`config.mk`:
```
export PLATFORM = sky130hd
export DESIGN_NAME = trc_core
export DESIGN_NICKNAME = d
export VERILOG_FILES = /design/src/core/trc_pkg.sv /design/src/core/trc_ram_if.sv /design/src/core/trc_gpr_ram.sv /design/src/core/trc_core.sv
export VERILOG_INCLUDE_DIRS = /design/src /design/src/core
export SDC_FILE = /design/constraint.sdc
export NUM_CORES = 1
export LEC_CHECK = 0
export BUFFER_PORTS_ARGS = -buffer_cell sky130_fd_sc_hd__buf_2
export CAP_MARGIN = 30
export CORE_MARGIN = 2
export CORE_UTILIZATION = 58
export CTS_BUF_LIST = sky130_fd_sc_hd__clkbuf_4
export DETAILED_ROUTE_END_ITERATION = 12
export GPL_TIMING_DRIVEN = 0
export PLACE_DENSITY_LB_ADDON = 0.12
export SLEW_MARGIN = 20
export SYNTH_ARGS = -nofsm -noshare
export SYNTH_HDL_FRONTEND = slang
export SYNTH_SLANG_ARGS = --single-unit
```
`constraint.sdc`:
```
create_clock -name clk -period 5.9 [get_ports clk]
set_clock_uncertainty 0.15 [all_clocks]
set_input_delay 1.18 -clock clk [delete_from_list [all_inputs] [get_ports clk]]
set_output_delay 1.18 -clock clk [all_outputs]
set_load 0.005 [all_outputs]
```
`src/core/trc_defines.svh`:
```
// constants of the tiny risc core datapath
`ifndef TRC_DEFINES_SVH
`define TRC_DEFINES_SVH

// ----------------------------------------------------------------------
// variant and width constants
// ----------------------------------------------------------------------
`define TRC_PROG_DEPTH 512
`define TRC_DATA_BYTES 24
`define TRC_IW         12
`define TRC_DW         8
`define TRC_FA_W       5
`define TRC_PCX_W      10
`define TRC_FILE_SPAN  32

// ----------------------------------------------------------------------
// register file map
// ----------------------------------------------------------------------
`define TRC_ADR_INDF   5'h00
`define TRC_ADR_TMR    5'h01
`define TRC_ADR_PCL    5'h02
`define TRC_ADR_STATUS 5'h03
`define TRC_ADR_FSR    5'h04
`define TRC_ADR_EXT_LO 5'h05
`define TRC_ADR_EXT_HI 5'h07

// ----------------------------------------------------------------------
// status and pointer layout, reset values
// ----------------------------------------------------------------------
`define TRC_ST_C       0
`define TRC_ST_DC      1
`define TRC_ST_Z       2
`define TRC_ST_RESET   8'h18
`define TRC_ST_WMASK   8'hc7
`define TRC_FSR_HI     8'he0
`define TRC_BYTE_ZERO  8'h00

// ----------------------------------------------------------------------
// instruction fields
// ----------------------------------------------------------------------
`define TRC_F_ADDR     4:0
`define TRC_F_DEST     5
`define TRC_F_BIT      7:5
`define TRC_F_K8       7:0
`define TRC_F_K9       8:0
`define TRC_F_CTRL     2:0

// ----------------------------------------------------------------------
// opcode patterns
// ----------------------------------------------------------------------
`define TRC_OP_NOP     12'b0000_0000_0000
`define TRC_OP_CTRL    12'b0000_0000_0???
`define TRC_OP_MOVWF   12'b0000_001?_????
`define TRC_OP_CLRW    12'b0000_0100_0000
`define TRC_OP_CLRF    12'b0000_011?_????
`define TRC_OP_SUBWF   12'b0000_10??_????
`define TRC_OP_DECF    12'b0000_11??_????
`define TRC_OP_IORWF   12'b0001_00??_????
`define TRC_OP_ANDWF   12'b0001_01??_????
`define TRC_OP_XORWF   12'b0001_10??_????
`define TRC_OP_ADDWF   12'b0001_11??_????
`define TRC_OP_MOVF    12'b0010_00??_????
`define TRC_OP_COMF    12'b0010_01??_????
`define TRC_OP_INCF    12'b0010_10??_????
`define TRC_OP_DECFSZ  12'b0010_11??_????
`define TRC_OP_RRF     12'b0011_00??_????
`define TRC_OP_RLF     12'b0011_01??_????
`define TRC_OP_SWAPF   12'b0011_10??_????
`define TRC_OP_INCFSZ  12'b0011_11??_????
`define TRC_OP_BCF     12'b0100_????_????
`define TRC_OP_BSF     12'b0101_????_????
`define TRC_OP_BTFSC   12'b0110_????_????
`define TRC_OP_BTFSS   12'b0111_????_????
`define TRC_OP_RETLW   12'b1000_????_????
`define TRC_OP_CALL    12'b1001_????_????
`define TRC_OP_GOTO    12'b101?_????_????
`define TRC_OP_MOVLW   12'b1100_????_????
`define TRC_OP_IORLW   12'b1101_????_????
`define TRC_OP_ANDLW   12'b1110_????_????
`define TRC_OP_XORLW   12'b1111_????_????

`endif

```
`src/core/trc_pkg.sv`:
```
// types shared by the tiny risc core datapath
`include "trc_defines.svh"
package trc_pkg;
  typedef logic [`TRC_IW-1:0]   trc_word_t;
  typedef logic [`TRC_DW-1:0]   trc_byte_t;
  typedef logic [`TRC_FA_W-1:0] trc_fadr_t;
  typedef enum logic [3:0] {
    TRC_Q1 = 4'h1,
    TRC_Q2 = 4'h2,
    TRC_Q3 = 4'h4,
    TRC_Q4 = 4'h8
  } trc_phase_e;
endpackage

```
`src/core/trc_ram_if.sv`:
```
// port bundle between the core and its general purpose byte store
`timescale 1ns/1ps
`include "trc_defines.svh"
interface trc_ram_if #(parameter int AW = 5);
  logic                we;
  logic                re;
  logic [AW-1:0]       addr;
  logic [`TRC_DW-1:0]  wdata;
  logic [`TRC_DW-1:0]  rdata;
  modport core (output we, output re, output addr, output wdata, input rdata);
  modport mem  (input we, input re, input addr, input wdata, output rdata);
endinterface

```
`src/core/trc_gpr_ram.sv`:
```
// general purpose byte store with registered read data
`timescale 1ns/1ps
`include "trc_defines.svh"
module trc_gpr_ram #(
  parameter int DEPTH = `TRC_DATA_BYTES
) (
  input wire logic clk,
  input wire logic arst_n,
  trc_ram_if.mem   bus
);
  logic [`TRC_DW-1:0] mem [DEPTH];
  logic [`TRC_DW-1:0] rdata_ff;

  always_ff @(posedge clk) begin
    if (bus.we) begin
      mem[bus.addr] <= bus.wdata;
    end
  end

  always_ff @(posedge clk or negedge arst_n) begin
    if (!arst_n) begin
      rdata_ff <= `TRC_BYTE_ZERO;
    end else if (bus.re) begin
      rdata_ff <= mem[bus.addr];
    end
  end

  assign bus.rdata = rdata_ff;
endmodule // trc_gpr_ram

```
`src/core/trc_core.sv`:
```
// two-stage fetch/execute datapath of the tiny risc core
`timescale 1ns/1ps
`include "trc_defines.svh"

module trc_core #(
  parameter int  PROG_DEPTH = `TRC_PROG_DEPTH,
  parameter int  DATA_BYTES = `TRC_DATA_BYTES,
  localparam int PC_W       = $clog2(PROG_DEPTH)
) (
  input  wire logic              clk,
  input  wire logic              arst_n,
  output logic [PC_W-1:0]        progAddr,
  input  wire trc_pkg::trc_word_t progData,
  output trc_pkg::trc_fadr_t     periphAddr,
  output logic                   periphRe,
  input  wire trc_pkg::trc_byte_t periphRdData,
  output logic                   periphWe,
  output trc_pkg::trc_byte_t     periphWrData,
  output logic                   ctrlStrobe,
  output logic [2:0]             ctrlCode,
  output trc_pkg::trc_byte_t     ctrlData
);
  import trc_pkg::*;

  localparam int        RA_W     = $clog2(DATA_BYTES);
  localparam trc_fadr_t GPR_BASE = trc_fadr_t'(`TRC_FILE_SPAN - DATA_BYTES);

  trc_phase_e          phase_ff;
  trc_phase_e          nxt_phase;
  trc_word_t           ir_ff;
  logic                exeValid_ff;
  logic [PC_W-1:0]     pc_ff;
  logic [PC_W-1:0]     progAddr_ff;
  logic [PC_W-1:0]     stk0_ff;
  logic [PC_W-1:0]     stk1_ff;
  trc_byte_t           w_ff;
  trc_byte_t           status_ff;
  trc_byte_t           nxt_status;
  trc_byte_t           fsr_ff;
  trc_byte_t           extRd_ff;
  trc_fadr_t           periphAddr_ff;
  logic                periphRe_ff;
  logic                periphWe_ff;
  trc_byte_t           periphWrData_ff;
  logic                ctrlStrobe_ff;
  logic [2:0]          ctrlCode_ff;
  trc_byte_t           ctrlData_ff;

  trc_fadr_t           eff;
  logic                isGpr;
  logic                isExt;
  trc_byte_t           fileVal;
  logic [`TRC_PCX_W-1:0] pcx;
  trc_byte_t           kLit;
  trc_byte_t           bitMask;
  logic [8:0]          addRes;
  logic [8:0]          subRes;
  logic [4:0]          addNib;
  logic [4:0]          subNib;
  trc_byte_t           res;
  logic                toW;
  logic                toF;
  logic                cAff;
  logic                dcAff;
  logic                zAff;
  logic                cNew;
  logic                dcNew;
  logic                skip;
  logic                flow;
  logic                push;
  logic                pop;
  logic                ctrlOp;
  logic [`TRC_PCX_W-1:0] tgt;
  logic                exe;
  logic                atQ4;

  trc_ram_if #(.AW(RA_W)) ramBus ();

  // ----------------------------------------------------------------------
  // phase generator
  // ----------------------------------------------------------------------
  always_comb begin
    case (phase_ff)
      TRC_Q1:  nxt_phase = TRC_Q2;
      TRC_Q2:  nxt_phase = TRC_Q3;
      TRC_Q3:  nxt_phase = TRC_Q4;
      TRC_Q4:  nxt_phase = TRC_Q1;
      default: nxt_phase = TRC_Q1;
    endcase
  end

  always_ff @(posedge clk or negedge arst_n) begin
    if (!arst_n) begin
      phase_ff <= TRC_Q1;
    end else begin
      phase_ff <= nxt_phase;
    end
  end

  assign atQ4 = (phase_ff == TRC_Q4);
  assign exe  = exeValid_ff;

  // ----------------------------------------------------------------------
  // operand addressing
  // ----------------------------------------------------------------------
  always_comb begin
    eff = (ir_ff[`TRC_F_ADDR] == `TRC_ADR_INDF) ? fsr_ff[`TRC_F_ADDR]
                                                  : ir_ff[`TRC_F_ADDR];
    isGpr = (eff >= GPR_BASE);
    isExt = (eff == `TRC_ADR_TMR) || ((eff >= `TRC_ADR_EXT_LO) && (eff <= `TRC_ADR_EXT_HI));
    pcx   = `TRC_PCX_W'(progAddr_ff);
    case (eff)
      `TRC_ADR_INDF:   fileVal = `TRC_BYTE_ZERO;
      `TRC_ADR_PCL:    fileVal = pcx[`TRC_F_K8];
      `TRC_ADR_STATUS: fileVal = status_ff;
      `TRC_ADR_FSR:    fileVal = fsr_ff | `TRC_FSR_HI;
      default:         fileVal = isGpr ? ramBus.rdata : (isExt ? extRd_ff : `TRC_BYTE_ZERO);
    endcase
  end

  assign ramBus.addr  = RA_W'(eff - GPR_BASE);
  assign ramBus.re    = (phase_ff == TRC_Q2) && isGpr;
  assign ramBus.we    = atQ4 && exe && toF && isGpr;
  assign ramBus.wdata = res;

  trc_gpr_ram #(
    .DEPTH (DATA_BYTES)
  ) u_gpr (
    .clk    (clk),
    .arst_n (arst_n),
    .bus    (ramBus.mem)
  );

  // ----------------------------------------------------------------------
  // alu and decode
  // ----------------------------------------------------------------------
  assign kLit    = ir_ff[`TRC_F_K8];
  assign bitMask = trc_byte_t'(1) << ir_ff[`TRC_F_BIT];
  assign addRes  = {1'b0, fileVal} + {1'b0, w_ff};
  assign subRes  = {1'b0, fileVal} + {1'b0, ~w_ff} + 9'h001;
  assign addNib  = {1'b0, fileVal[3:0]} + {1'b0, w_ff[3:0]};
  assign subNib  = {1'b0, fileVal[3:0]} + {1'b0, ~w_ff[3:0]} + 5'h01;

  always_comb begin
    res    = fileVal;
    toW    = !ir_ff[`TRC_F_DEST];
    toF    = ir_ff[`TRC_F_DEST];
    cAff   = 1'b0;
    dcAff  = 1'b0;
    zAff   = 1'b0;
    cNew   = status_ff[`TRC_ST_C];
    dcNew  = status_ff[`TRC_ST_DC];
    skip   = 1'b0;
    flow   = 1'b0;
    push   = 1'b0;
    pop    = 1'b0;
    ctrlOp = 1'b0;
    tgt    = `TRC_PCX_W'(kLit);
    casez (ir_ff)
      `TRC_OP_NOP: begin
        toW = 1'b0;
        toF = 1'b0;
      end
      `TRC_OP_CTRL: begin
        toW    = 1'b0;
        toF    = 1'b0;
        ctrlOp = 1'b1;
      end
      `TRC_OP_MOVWF: begin
        res = w_ff;
        toW = 1'b0;
        toF = 1'b1;
      end
      `TRC_OP_CLRW: begin
        res  = `TRC_BYTE_ZERO;
        toW  = 1'b1;
        toF  = 1'b0;
        zAff = 1'b1;
      end
      `TRC_OP_CLRF: begin
        res  = `TRC_BYTE_ZERO;
        toW  = 1'b0;
        toF  = 1'b1;
        zAff = 1'b1;
      end
      `TRC_OP_SUBWF: begin
        res   = subRes[7:0];
        cAff  = 1'b1;
        dcAff = 1'b1;
        zAff  = 1'b1;
        cNew  = subRes[8];
        dcNew = subNib[4];
      end
      `TRC_OP_ADDWF: begin
        res   = addRes[7:0];
        cAff  = 1'b1;
        dcAff = 1'b1;
        zAff  = 1'b1;
        cNew  = addRes[8];
        dcNew = addNib[4];
      end
      `TRC_OP_DECF:   begin res = fileVal - 8'h01; zAff = 1'b1; end
      `TRC_OP_IORWF:  begin res = fileVal | w_ff;  zAff = 1'b1; end
      `TRC_OP_ANDWF:  begin res = fileVal & w_ff;  zAff = 1'b1; end
      `TRC_OP_XORWF:  begin res = fileVal ^ w_ff;  zAff = 1'b1; end
      `TRC_OP_MOVF:   begin res = fileVal;         zAff = 1'b1; end
      `TRC_OP_COMF:   begin res = ~fileVal;        zAff = 1'b1; end
      `TRC_OP_INCF:   begin res = fileVal + 8'h01; zAff = 1'b1; end
      `TRC_OP_DECFSZ: begin
        res  = fileVal - 8'h01;
        skip = (res == `TRC_BYTE_ZERO);
      end
      `TRC_OP_INCFSZ: begin
        res  = fileVal + 8'h01;
        skip = (res == `TRC_BYTE_ZERO);
      end
      `TRC_OP_RRF: begin
        res  = {status_ff[`TRC_ST_C], fileVal[7:1]};
        cAff = 1'b1;
        cNew = fileVal[0];
      end
      `TRC_OP_RLF: begin
        res  = {fileVal[6:0], status_ff[`TRC_ST_C]};
        cAff = 1'b1;
        cNew = fileVal[7];
      end
      `TRC_OP_SWAPF: res = {fileVal[3:0], fileVal[7:4]};
      `TRC_OP_BCF: begin
        res = fileVal & ~bitMask;
        toW = 1'b0;
        toF = 1'b1;
      end
      `TRC_OP_BSF: begin
        res = fileVal | bitMask;
        toW = 1'b0;
        toF = 1'b1;
      end
      `TRC_OP_BTFSC: begin
        toW  = 1'b0;
        toF  = 1'b0;
        skip = ((fileVal & bitMask) == `TRC_BYTE_ZERO);
      end
      `TRC_OP_BTFSS: begin
        toW  = 1'b0;
        toF  = 1'b0;
        skip = ((fileVal & bitMask) != `TRC_BYTE_ZERO);
      end
      `TRC_OP_RETLW: begin
        res  = kLit;
        toW  = 1'b1;
        toF  = 1'b0;
        flow = 1'b1;
        pop  = 1'b1;
        tgt  = `TRC_PCX_W'(stk0_ff);
      end
      `TRC_OP_CALL: begin
        toW  = 1'b0;
        toF  = 1'b0;
        flow = 1'b1;
        push = 1'b1;
      end
      `TRC_OP_GOTO: begin
        toW  = 1'b0;
        toF  = 1'b0;
        flow = 1'b1;
        tgt  = `TRC_PCX_W'(ir_ff[`TRC_F_K9]);
      end
      `TRC_OP_MOVLW: begin res = kLit; toW = 1'b1; toF = 1'b0; end
      `TRC_OP_IORLW: begin res = w_ff | kLit; toW = 1'b1; toF = 1'b0; zAff = 1'b1; end
      `TRC_OP_ANDLW: begin res = w_ff & kLit; toW = 1'b1; toF = 1'b0; zAff = 1'b1; end
      `TRC_OP_XORLW: begin res = w_ff ^ kLit; toW = 1'b1; toF = 1'b0; zAff = 1'b1; end
      default: begin
        toW = 1'b0;
        toF = 1'b0;
      end
    endcase
    if (toF && (eff == `TRC_ADR_PCL)) begin
      flow = 1'b1;
      tgt  = `TRC_PCX_W'(res);
    end
  end

  // ----------------------------------------------------------------------
  // status flags
  // ----------------------------------------------------------------------
  always_comb begin
    nxt_status = status_ff;
    if (toF && (eff == `TRC_ADR_STATUS)) begin
      nxt_status = (status_ff & ~`TRC_ST_WMASK) | (res & `TRC_ST_WMASK);
    end
    if (zAff) begin
      nxt_status[`TRC_ST_Z] = (res == `TRC_BYTE_ZERO);
    end
    if (cAff) begin
      nxt_status[`TRC_ST_C] = cNew;
    end
    if (dcAff) begin
      nxt_status[`TRC_ST_DC] = dcNew;
    end
  end

  always_ff @(posedge clk or negedge arst_n) begin
    if (!arst_n) begin
      status_ff <= `TRC_ST_RESET;
      fsr_ff    <= `TRC_FSR_HI;
      w_ff      <= `TRC_BYTE_ZERO;
    end else if (atQ4 && exe) begin
      status_ff <= nxt_status;
      if (toF && (eff == `TRC_ADR_FSR)) begin
        fsr_ff <= res;
      end
      if (toW) begin
        w_ff <= res;
      end
    end
  end

  // ----------------------------------------------------------------------
  // fetch path and pipeline
  // ----------------------------------------------------------------------
  always_ff @(posedge clk or negedge arst_n) begin
    if (!arst_n) begin
      pc_ff       <= '1;
      progAddr_ff <= '0;
    end else if (phase_ff == TRC_Q1) begin
      progAddr_ff <= pc_ff;
      pc_ff       <= pc_ff + 1'b1;
    end else if (atQ4 && exe && flow) begin
      pc_ff <= tgt[PC_W-1:0];
    end
  end

  always_ff @(posedge clk or negedge arst_n) begin
    if (!arst_n) begin
      ir_ff       <= '0;
      exeValid_ff <= 1'b0;
    end else if (atQ4) begin
      ir_ff       <= progData;
      exeValid_ff <= !(exe && (flow || skip));
    end
  end

  always_ff @(posedge clk or negedge arst_n) begin
    if (!arst_n) begin
      stk0_ff <= '0;
      stk1_ff <= '0;
    end else if (atQ4 && exe) begin
      if (push) begin
        stk0_ff <= progAddr_ff;
        stk1_ff <= stk0_ff;
      end else if (pop) begin
        stk0_ff <= stk1_ff;
      end
    end
  end

  // ----------------------------------------------------------------------
  // peripheral data bus and control strobes
  // ----------------------------------------------------------------------
  always_ff @(posedge clk or negedge arst_n) begin
    if (!arst_n) begin
      periphAddr_ff   <= '0;
      periphRe_ff     <= 1'b0;
      periphWe_ff     <= 1'b0;
      periphWrData_ff <= `TRC_BYTE_ZERO;
      extRd_ff        <= `TRC_BYTE_ZERO;
      ctrlStrobe_ff   <= 1'b0;
      ctrlCode_ff     <= '0;
      ctrlData_ff     <= `TRC_BYTE_ZERO;
    end else begin
      periphRe_ff   <= (phase_ff == TRC_Q1) && isExt && exe;
      periphWe_ff   <= atQ4 && exe && toF && isExt;
      ctrlStrobe_ff <= atQ4 && exe && ctrlOp;
      if (phase_ff == TRC_Q1) begin
        periphAddr_ff <= eff;
      end
      if (phase_ff == TRC_Q2) begin
        extRd_ff <= periphRdData;
      end
      if (atQ4) begin
        periphWrData_ff <= res;
        ctrlCode_ff     <= ir_ff[`TRC_F_CTRL];
        ctrlData_ff     <= w_ff;
      end
    end
  end

  assign progAddr     = progAddr_ff;
  assign periphAddr   = periphAddr_ff;
  assign periphRe     = periphRe_ff;
  assign periphWe     = periphWe_ff;
  assign periphWrData = periphWrData_ff;
  assign ctrlStrobe   = ctrlStrobe_ff;
  assign ctrlCode     = ctrlCode_ff;
  assign ctrlData     = ctrlData_ff;
endmodule // trc_core

```
==> reports/qor.csv <==
stage,metric,value,unit
run_status,status,"finished, final reports clean",
power_and_ir_drop,total_power,6.238,mW
routing,drtPass1Iterations,7,
synth,synth.distinct_cells,86,
power_and_ir_drop,combPwrFrac,0.241,
global_route,grt-ovfl-total,0,
worst_hold_path,hold_class,input pin to async pin,
critical_path,start_kind,flip-flop,
synth,synth-edff-count,192,
clock_network,cts_sinks,306,
synth,ys_ff_latch,306,
power_and_ir_drop,ir_drop,238.3,uV
synth,ys_seq_area_frac,0.5429,
placement,dp.final_hpwl,37120,um
synth,synth_area,0.01590,mm^2
global_route,grt_usage,0.3792,
layout,fillers,2093,
clock_network,htree_levels,3,
die,die_w,169.6,um
global_route,grt_antenna_before_repair,2,
critical_path,rrSetupSlack,0.14,ns
clock_network,numCtsBuffers,81,
clock_network,clock_latency,0.73,ns
layout,drive_above_1_share,0.2104,
die,coreArea,0.02695,mm^2
synth,synthArstFlopShare,0.3725,
timing,hold_ws,0.2175,ns
critical_path,end_kind,flip-flop,
synth,syn_avg_cell_area,10.04,um^2
critical_path,r2r_cells,21,
critical_path,reg2reg_from,ir_ff[3],
routing,drtAntennaViolNets,0,
power_and_ir_drop,p_clk_frac,0.323,
synth,ys_warn_count,0,
routing,wl_per_cell,24.95,um
routing,drc_errors,0,
power_and_ir_drop,power.share.sequential,0.436,
power_and_ir_drop,p_per_area,335.6,mW/mm^2
routing,initialDrtViolationCount,1912,
power_and_ir_drop,power.internal,4.181,mW
critical_path,worstSetupPathType,flip-flop to flip-flop,
routing,via_per_inst,6.553,
layout,area_growth_syn_to_layout,16.94,%
die,initial_core_util,0.5899,
global_route,grt_pass1_wl,81120,um
die,io_pins,58,
placement,io_buffers,57,
routing,wl,54320,um
timing,min_period_over_period,0.9764,
timing,hold_viol_final,0,
synth,syn_nets,1634,
global_route,grt_max_degree,82,
clock_network,root_buffer,clkbuf_4,
timing,relSlewSlack,0.3490,
critical_path,critPathMaxFanout,10,
die,rows,60,
timing,setup_viol,0,
critical_path,reg2reg_to,status_ff[2],
routing,routed-via-count,14265,
die,die_y,169.6,um
clock_network,clockBufferDepth,3,
timing,timing.fmax,0.1736,GHz
global_route,grt_pass1_vias,13752,
critical_path,arrival,6.21,ns
timing,period_minus_slack,5.761,ns
layout,nets,1820,
timing,worst_pin_slew,0.9741,ns
power_and_ir_drop,switchingPower,2.057,mW
critical_path,cp.required,6.35,ns
power_and_ir_drop,power_switching_share,0.3298,
synth,syn_inst,1583,
synth,ys.flop_type,edfxtp_1,
clock_network,cts_tree,yes,
placement,gp_congestion,0.9858,
job,drv_cap,0,
timing,rsz0062_at_grt,false,
power_and_ir_drop,p_leak,7.112,nW
clock_network,path_clk_slew,0.07,ns
timing,maxSlewViolCount,0,
die,fp.dieArea,0.02875,mm^2
[timing repair]
action | 4_1_cts | 5_1_grt
pin swaps | 9 | 15
endpoints found under the setup margin | 198 | 55
cloned | 1 | 0
setup buffers | 17 | 15
hold buffers | 0 | 0
resized for setup | 35 | 37
[worst max path at each step]
stage | startpoint | to | slack [ns] | cells past startpoint
3_3_place_gp | ir_ff[4] | pc_ff[6] | -2.52 | 26
5_1_grt | ir_ff[3] | status_ff[2] | 0.001 | 21
2_1_floorplan | ir_ff[4] | status_ff[2] | 0.07 | 23
4_1_cts | ir_ff[1] | status_ff[2] | 0.02 | 18
3_5_place_dp | ir_ff[0] | status_ff[2] | -1.34 | 23
6_report | ir_ff[3] | status_ff[2] | 0.14 | 21
[metal layers]
metal  vias up  part of all wire  GRT usage  routed length (um)
met5         -           0.00018          0                  10
met4         2             0.044     0.1590                2385
met3       198              0.13     0.1201                7281
met2       998              0.43     0.5459               23100
met1      6781              0.40     0.5330               21550
li1       6286                 -          -                   -
[through the flow]
| step | cells | worst slack [ns] | TNS [ns] | util | cell area (um^2) |
|---|---|---|---|---|---|
| floorplan | 1583 | 0.06531 | 0 | - | 15910 |
| global placement | 1981 | -2.516 | -326.51 | 0.6168 | 16620 |
| detailed placement | 1991 | -1.344 | -126.52 | 0.6263 | 16880 |
| CTS | 2157 | 0.01681 | 0 | 0.6799 | 18330 |
| global route | 2177 | 0.001100 | 0 | 0.6898 | 18590 |
| finish | 2177 | 0.1393 | 0 | 0.6898 | 18590 |
[cell type report]
class                           count  area (um^2)  share of cell area
Antenna cell                        1        2.502           0.0001346
Buffer                            101        456.7             0.02457
Clock buffer                      131        983.4             0.05290
Clock inverter                     18        156.4            0.008413
Inverter                           34        142.6            0.007673
Multi-Input combinational cell   1141         7030              0.3782
Sequential cell                   306         8632              0.4643
Tap cell                          341        426.7             0.02295
Timing Repair Buffer              104        759.5             0.04085
[logic make-up (layout without fill, tap and decap cells)]
family / after synthesis / in the layout / synth area share
AO/OA/AOI/OAI: 335 / 336 / 0.1439
XOR/XNOR: 19 / 19 / 0.01047
adder cells (fa/ha/maj): 29 / 29 / 0.02377
buffers and inverters: 137 / 388 / 0.03494
flip-flops: 306 / 306 / 0.5429
multiplexers: 66 / 66 / 0.04525
other: 0 / 1 / 0
AND/OR/NAND/NOR: 691 / 691 / 0.1987
[sequential cells by signal (all words and copies together), names as in the netlist]
register	flops
periphRe	1
status_ff	5
progAddr	9
fsr_ff	5
u_gpr.bus.rdata	8
periphWe	1
w_ff	8
ctrlData	8
stk1_ff	9
ctrlStrobe	1
exe	1
periphWrData	8
u_gpr.mem	192
stk0_ff	9
ctrlCode	3
extRd_ff	8
periphAddr	5
pc_ff	9
ir_ff	12
phase_ff	4
[critical path: stages, from the launching register on]
cell	delay, ns
dfrtp_1	0.40
buf_6	0.19
clkinvlp_4	0.16
a31oi_4	0.25
ha_4	0.18
and2_1	0.15
a31oi_2	0.05
a211oi_4	0.41
o2bb2ai_4	0.16
and2_1	0.15
buf_6	0.13
inv_4	0.08
ha_1	0.20
fa_2	0.37
a221o_1	0.38
a221oi_2	0.40
o221ai_2	0.16
a221oi_2	0.28
a32oi_4	0.20
or4_1	0.50
or4_1	0.50
o31ai_2	0.22
[power by group through the flow]
stage	sequential, mW	combinational, mW	clock (mW)
global placement	2.76	1.22	0
finish	2.72	1.50	2.01
detailed placement	2.75	1.32	0
global route	2.73	1.60	2.15
CTS	2.71	1.40	2.03
floorplan	2.68	0.781	0
[synth_stat cells (4+ instances only)]
library cell,n,area [um^2]
a221o_1,4,40.04
dfstp_2,10,262.8
buf_6,4,45.04
clkbuf_1,78,292.8
o211ai_1,15,112.6
a211oi_1,9,67.56
and3_1,18,112.6
or4_1,4,30.03
o2bb2ai_1,5,43.79
and4_1,4,35.03
o221ai_1,11,96.34
nand4_1,21,131.4
nor4b_1,7,61.31
nor2b_1,7,43.79
mux2i_1,19,190.2
xnor2_1,13,113.9
a21boi_0,4,30.03
nor2_1,97,364.1
a311oi_1,17,148.9
xor2_1,6,52.55
o22ai_1,12,75.07
o31ai_1,11,82.58
or3_1,5,31.28
a22oi_1,9,67.56
a31oi_1,26,162.7
mux2_2,47,529.3
edfxtp_1,192,5766
a221oi_1,19,166.4
nand2b_1,6,37.54
buf_2,6,30.03
nor3_1,33,165.2
o21bai_1,6,45.04
o21ai_0,68,340.3
dfrtp_1,104,2603
a21oi_1,75,375.4
buf_1,14,52.55
a21o_1,9,67.56
inv_1,30,112.6
nand2_1,318,1194
ha_1,27,337.8
nand3_1,139,695.7
or2_2,4,25.02
and2_1,4,25.02
[cell usage in the layout, fill, tap and decap left out, drive strengths merged, types with 12 or more instances in the layout]
cell | netlist | final
clkinv | 3 | 15
nor3 | 35 | 35
buf | 25 | 127
a21oi | 75 | 75
dfrtp | 104 | 104
mux2 | 47 | 47
inv | 31 | 31
o211ai | 15 | 15
mux2i | 19 | 19
nand3 | 139 | 139
and3 | 19 | 19
o21ai | 68 | 68
xnor2 | 13 | 13
a221oi | 20 | 20
clkbuf | 78 | 209
a31oi | 26 | 26
o31ai | 12 | 12
nand2 | 319 | 319
a311oi | 17 | 17
nand4 | 21 | 21
edfxtp | 192 | 192
nor2 | 98 | 98
ha | 27 | 27
o22ai | 12 | 12
(Power assumes the default switching activity.)
